## src/design/gpcfg_pkg.sv

```systemverilog
// Package of constants for the port pin configuration block
// Function
// - Per-pin open-drain select beside direction and latch
// - Open-drain pins drive low only, else release
// - Analog select registers reset to all ones
// - Analog output pin level still reaches analog peripherals on push-pull pins; open-drain ones send zero
// - Pin level reads zero on analog input pins
package gpcfg_pkg;
    // ****************************************
    // Register map and reset values
    // ****************************************
    localparam int          GPCFG_W        = 16;       // Pins per port
    localparam logic [11:0] GPCFG_OFF_DIR  = 12'h000;  // direction_select
    localparam logic [11:0] GPCFG_OFF_LVL  = 12'h004;  // pin_level_register
    localparam logic [11:0] GPCFG_OFF_LAT  = 12'h008;  // output_latch
    localparam logic [11:0] GPCFG_OFF_ODS  = 12'h00C;  // open_drain_select
    localparam logic [11:0] GPCFG_OFF_ANS  = 12'h010;  // analog_select
    localparam logic [15:0] GPCFG_RST_DIR  = 16'hFFFF; // Pins start as inputs
    localparam logic [15:0] GPCFG_RST_LAT  = 16'h0000;
    localparam logic [15:0] GPCFG_RST_ODS  = 16'h0000;
    localparam logic [15:0] GPCFG_RST_ANS  = 16'hFFFF;
endpackage

```

## src/design/gpcfg_pin.sv

```systemverilog
// One port pin: output driver and digital input sampling
`timescale 1ns/1ps
`default_nettype none
module gpcfg_pin
    import gpcfg_pkg::*;
(
    input  wire logic pclk,
    input  wire logic presetn,
    input  wire logic dir_in,      // 1 = input
    input  wire logic lat,         // Output latch bit
    input  wire logic ods,         // Open-drain select bit
    input  wire logic ans,         // Analog select bit
    input  wire logic pin_i,       // Pad level
    output logic      pin_o_q,     // Pad output value
    output logic      pin_oe_q,    // Pad output enable, high while driving
    output logic      ana_lvl_q,   // Driven level toward analog peripherals
    output logic      lvl_q        // Sampled level for reads
);
    // ****************************************
    // Driver
    // ****************************************
    wire drv_en = !dir_in && (!ods || !lat);
    wire drv_v  = ods ? 1'b0 : lat;
    wire rd_v   = (ans && dir_in) ? 1'b0 : pin_i;

    // Registered pad drive and read level
    always_ff @(posedge pclk or negedge presetn)
    begin
        if (!presetn)
        begin
            pin_o_q   <= 1'b0;
            pin_oe_q  <= 1'b0;
            ana_lvl_q <= 1'b0;
            lvl_q     <= 1'b0;
        end
        else
        begin
            pin_o_q   <= drv_v;
            pin_oe_q  <= drv_en;
            ana_lvl_q <= (ans && !dir_in) ? drv_v : 1'b0;
            lvl_q     <= rd_v;
        end
    end
endmodule
`default_nettype wire

```

## src/design/gpcfg_top.sv

```systemverilog
// Port pin configuration block with APB register access
`timescale 1ns/1ps
`default_nettype none
module gpcfg_top
    import gpcfg_pkg::*;
(
    input  wire logic        pclk,
    input  wire logic        presetn,
    input  wire logic        psel,
    input  wire logic        penable,
    input  wire logic        pwrite,
    input  wire logic [11:0] paddr,
    input  wire logic [31:0] pwdata,
    output logic      [31:0] prdata,
    output logic             pready,
    output logic             pslverr,
    input  wire logic [15:0] pin_i,       // Pad levels
    output logic      [15:0] pin_o,       // Pad output values
    output logic      [15:0] pin_oe,      // Pad output enables
    output logic      [15:0] ana_lvl,     // Levels routed to analog peripherals
    output logic      [15:0] ana_sel      // Analog mode per pin
);
    // ****************************************
    // Registers
    // ****************************************
    logic [15:0] dir_q;      // direction_select, 1 = input
    logic [15:0] lat_q;      // output_latch
    logic [15:0] ods_q;      // open_drain_select
    logic [15:0] ans_q;      // analog_select
    logic [15:0] lvl;        // Sampled pin levels
    logic [31:0] prdata_q;   // Read data, held through the access phase
    logic        pslverr_q;  // Error answer, held like the read data
    logic        pready_q;   // Ready, low from reset until the first edge after it

    // ****************************************
    // Decode
    // ****************************************
    wire acc     = psel && penable;
    wire wr      = acc && pwrite;
    wire hit_dir = paddr == GPCFG_OFF_DIR;
    wire hit_lvl = paddr == GPCFG_OFF_LVL;
    wire hit_lat = paddr == GPCFG_OFF_LAT;
    wire hit_ods = paddr == GPCFG_OFF_ODS;
    wire hit_ans = paddr == GPCFG_OFF_ANS;
    wire hit_any = hit_dir || hit_lvl || hit_lat || hit_ods || hit_ans;
    // Writing the level register writes the latch, as on a port
    wire [15:0] rd_mux = hit_dir ? dir_q :
                         hit_lvl ? lvl   :
                         hit_lat ? lat_q :
                         hit_ods ? ods_q :
                         hit_ans ? ans_q : 16'h0000;

    // ****************************************
    // Write enables and next values
    // ****************************************
    // One enable per register; a write to the level register lands in the latch
    wire        we_dir = wr && hit_dir;
    wire        we_lat = wr && (hit_lat || hit_lvl);
    wire        we_ods = wr && hit_ods;
    wire        we_ans = wr && hit_ans;
    // Only the low half of the bus word is stored, upper bits dropped on purpose
    wire [15:0] dir_d  = pwdata[15:0];
    wire [15:0] lat_d  = pwdata[15:0];
    wire [15:0] ods_d  = pwdata[15:0];
    wire [15:0] ans_d  = pwdata[15:0];

    // Direction register; pins come up as inputs so nothing is driven at power-up
    always_ff @(posedge pclk or negedge presetn)
    begin
        if (!presetn)
        begin
            dir_q <= GPCFG_RST_DIR;
        end
        else if (we_dir)
        begin
            dir_q <= dir_d;
        end
    end

    // Output latch; it only reaches a pad while that pin is an output
    always_ff @(posedge pclk or negedge presetn)
    begin
        if (!presetn)
        begin
            lat_q <= GPCFG_RST_LAT;
        end
        else if (we_lat)
        begin
            lat_q <= lat_d;
        end
    end

    // Open-drain select; cleared at reset so outputs start push-pull
    always_ff @(posedge pclk or negedge presetn)
    begin
        if (!presetn)
        begin
            ods_q <= GPCFG_RST_ODS;
        end
        else if (we_ods)
        begin
            ods_q <= ods_d;
        end
    end

    // Analog select; every shared pin starts in analog mode
    always_ff @(posedge pclk or negedge presetn)
    begin
        if (!presetn)
        begin
            ans_q <= GPCFG_RST_ANS;
        end
        else if (we_ans)
        begin
            ans_q <= ans_d;
        end
    end

    // ****************************************
    // Bus answer
    // ****************************************
    // Read data captured at setup, so it already stands in the access phase
    always_ff @(posedge pclk or negedge presetn)
    begin
        if (!presetn)
        begin
            prdata_q <= 32'h00000000;
        end
        else if (psel && !penable)
        begin
            prdata_q <= {16'h0000, rd_mux};
        end
    end

    // Error flag captured beside the read data for unmapped offsets
    always_ff @(posedge pclk or negedge presetn)
    begin
        if (!presetn)
        begin
            pslverr_q <= 1'b0;
        end
        else if (psel && !penable)
        begin
            pslverr_q <= !hit_any;
        end
    end

    // Ready rises on the first edge after reset and then stays high;
    // zero wait states keep the bus simple at the cost of a captured read mux
    always_ff @(posedge pclk or negedge presetn)
    begin
        if (!presetn)
        begin
            pready_q <= 1'b0;
        end
        else
        begin
            pready_q <= 1'b1;
        end
    end

    // Every bus output comes straight from a flip-flop
    assign prdata  = prdata_q;
    assign pready  = pready_q;
    assign pslverr = pslverr_q;

    // ana_sel follows the register directly
    assign ana_sel = ans_q;

    // ****************************************
    // Pin slices
    // ****************************************
    genvar gi;
    generate
        for (gi = 0; gi < GPCFG_W; gi++)
        begin : g_pin
            gpcfg_pin u_pin (
                .pclk      (pclk),
                .presetn   (presetn),
                .dir_in    (dir_q[gi]),
                .lat       (lat_q[gi]),
                .ods       (ods_q[gi]),
                .ans       (ans_q[gi]),
                .pin_i     (pin_i[gi]),
                .pin_o_q   (pin_o[gi]),
                .pin_oe_q  (pin_oe[gi]),
                .ana_lvl_q (ana_lvl[gi]),
                .lvl_q     (lvl[gi])
            );
        end
    endgenerate
endmodule
`default_nettype wire

```

## config.mk

```make
export PLATFORM = sky130hd
export DESIGN_NAME = gpcfg_top
export DESIGN_NICKNAME = d
export VERILOG_FILES = /design/src/design/gpcfg_pkg.sv /design/src/design/gpcfg_pin.sv /design/src/design/gpcfg_top.sv
export SDC_FILE = /design/constraint.sdc
export NUM_CORES = 1
export LEC_CHECK = 0
export BUFFER_PORTS_ARGS = -buffer_cell sky130_fd_sc_hd__buf_2
export CORE_MARGIN = 8
export CORE_UTILIZATION = 48
export DETAILED_ROUTE_END_ITERATION = 8
export PLACE_DENSITY = 0.76
export SLEW_MARGIN = 20
export SYNTH_ARGS = -nofsm -noshare
export SYNTH_HDL_FRONTEND = slang
export SYNTH_SLANG_ARGS = --single-unit
```

## constraint.sdc

```tcl
create_clock -name pclk -period 1.3 [get_ports pclk]
set_input_delay 0.195 -clock pclk [delete_from_list [all_inputs] [get_ports pclk]]
set_output_delay 0.195 -clock pclk [all_outputs]
set_load 0.05 [all_outputs]
```

==> results.yml <==
outcome:
  status: "finished with violations"
  violations: "setup timing"
floorplanning:
  die-area_um2: 17700
  die-height_um: 133
  rows: 42
  start_util: 0.493
  dieWidth_um: 133
  coreArea_um2: 13300
  pin_count: 163
flow_run:
  drv_cap: 0
cts:
  clk_path_buf_depth: 2
  clockRootBuffer: "clkbuf_16"
  clock-sinks: 146
  cts_buffers: 17
  h-tree-depth: 4
  cts_tree: "done"
  clock_latency_ns: 0.41
  clkSlewWorstSetupHoldPaths_ns: 0.06
layout:
  nets: 716
  fin_area_um2: 8600
  drive_above_1_share: 0.562
  fin_util: 0.647
  area_growth_pct: 31.2
global_route:
  grt-ovfl-total: 0
  antenna_found_initial: 2
  grt_pass1_wl_mm: 26.4
  grt_use_total: 0.191
  grt_max_degree: 39
  grt_pass1_vias: 4846
worst_setup_path:
  cp_cell_sequence: "buf_6 > nor4_4 > buf_4 > and3_4 > and4_4 > buf_12 > mux2_4"
  critPathKind: "in -> reg"
  r2r_end: "prdata[10]"
  crit_path_max_fanout: 9
  cp_data_required_time_ns: 1.64
  slowest_stage: "nor4_4"
  reg2reg_from: "lat_q[10]"
  worstPathArrival_ns: 1.72
  cp-end-kind: "flop"
  start_kind: "input port"
  slowest_delay_ns: 0.34
  r2r_slack_ns: -0.02
  reg2regPathDepth: 4
timing:
  finClkSkew_ns: 0.00590
  post-route-period-util: 1.07
  hold_violations: 0
  fin_crit_ns: 1.39
  fmax_ghz: 0.721
  maxSlewViolCount: 0
  worst_slack_ns: -0.0874
  finalSetupViolCount: 82
  rsz0062_at_grt: "true"
place:
  dp_slack_ns: -0.492
  post_dp_cell_area_um2: 7490
  place.detailed.hpwl_mm: 11.3
  portBuffers: 130
  gp_congestion: 0.820
hold_path:
  hold_path_class: "in -> reg"
  min_from: "pin_i[5]"
  hold_end: "g_pin[5].u_pin.lvl_q"
  min_path_cells: 2
synth:
  synth_seq_cells: 146
  synthCells: 494
  syn_area_um2: 6560
  async_flop_share: 1.00
  ys.flop_type: "dfrtp_1"
  ys_seq_area_frac: 0.563
  synth.avg_cell_area_um2: 13.3
  synthTopCellsByCount: "dfrtp_1, buf_4, mux2_2"
  yosysMostFrequentCell: "dfrtp_1"
  yosysWarningCount: 0
  synth_top_area_frac: 0.435
  synth_area_leaders: "dfrtp_1, dfstp_2, buf_4"
  synth_edf_count: 0
  synth_cell_types: 36
  yosys.area.top_type: "dfrtp_1"
routing:
  viasPerCell: 5.19
  drt_iter0_markers: 441
  routed_wl_mm: 16.9
  dr.pass1.iters: 7
  drc_errors: 0
  num_vias: 4366
  ant_nets: 0
  wl_per_cell_um: 20.1
pwr:
  powerDensity_nw_per_um2: 1150
  p_total_uw: 9870
  leakage_uw: 0.00422
  peakVddDrop_mv: 0.763
==> worst max-delay path by stage <==
stage / startpoint / to / slack, ns / cells after the start
detailed placement: paddr[1] / ana_sel[5] / -0.49 / 6
CTS: ana_sel[3] / ana_sel[3] / -0.07 / 1
finish: paddr[0] / ana_sel[7] / -0.09 / 7
global placement: paddr[1] / ana_sel[10] / -0.45 / 6
floorplan: paddr[1] / dir_q[0] / -0.29 / 5
global route: lat_q[2] / prdata[2] / -0.11 / 4
==> power by group <==
group | total, uW | internal, uW | switching (uW)
Sequential | 4600 | 4580 | 12.9
Combinational | 594 | 197 | 397
Clock | 4680 | 2870 | 1810
Total | 9870 | 7650 | 2220
==> registers in the layout, indices dropped and copies added, names as in the netlist <==
register               cells
ana_sel                   16
dir_q                     16
g_pin.u_pin.ana_lvl_q     16
g_pin.u_pin.lvl_q         16
g_pin.u_pin.pin_o_q       16
g_pin.u_pin.pin_oe_q      16
lat_q                     16
ods_q                     16
prdata                    16
pready                     1
pslverr                    1
==> routing by layer <==
layer	up-vias	share of wire	GRT usage
met3	45	0.061	0.0477
met5	-	0.00077	0
li1	1966	-	-
met1	2170	0.39	0.215
met4	2	0.025	0.0921
met2	183	0.52	0.331
==> worst max-delay path: cells and delay by family <==
kind | cells | cell delay [ns]
buffers and inverters | 3 | 0.43
and+or+nand+nor | 3 | 0.78
muxes | 1 | 0.31
==> stage by stage <==
stage | hold WS, ns | setup TNS (ns) | std cells
2_1_floorplan | -0.101 | -15.92 | 509
3_3_place_gp | 0.108 | -30.23 | 779
3_5_place_dp | 0.117 | -33.47 | 779
4_1_cts | 0.0106 | -0.985 | 829
5_1_grt | 0.0238 | -5.20 | 841
6_report | 0.0256 | -3.28 | 841
==> what timing repair did <==
action	CTS	global route
hold endpoints to repair	36	0
buffers inserted	16	12
pin swaps	3	10
gates cloned	1	0
endpoints found under the setup margin	50	96
resized for setup	70	28
hold buffers	1	0
==> layout make-up <==
type,instances,area [um2]
clock inverters,10,113
diodes,1,2.50
clock buffers,22,454
repair buffers,221,1690
flip-flops and latches,146,3690
fillers,948,4700
multi-input cells,265,2430
well taps,176,220
==> logic make-up after synthesis <==
| group | share of synthesized area |
|---|---|
| AOI/OAI and AO/OA | 0.0872 |
| xor gates and xnor gates | 0.00134 |
| buffers and inverters | 0.109 |
| DFF | 0.563 |
| muxes | 0.149 |
| other | 0.00115 |
| and+or+nand+nor | 0.0888 |
==> layout by cell type (no fill, tap or decap), drive strengths merged <==
cell type,count
and3,2
dlygate4sd3,1
clkinv,6
conb,17
nor2,7
nor4,2
and3b,16
mux2,80
buf,220
a222oi,16
o21ai,17
o21a,16
dfrtp,114
nand3,1
and4,1
nor3,2
clkbuf,22
a21boi,16
xnor2,1
a31oi,1
nor2b,18
nand4,2
clkinvlp,2
nand2,17
diode,1
bufinv,2
a21oi,16
dfstp,32
nand2b,10
or2b,7
No activity file was read; power rests on OpenSTA's default activity.
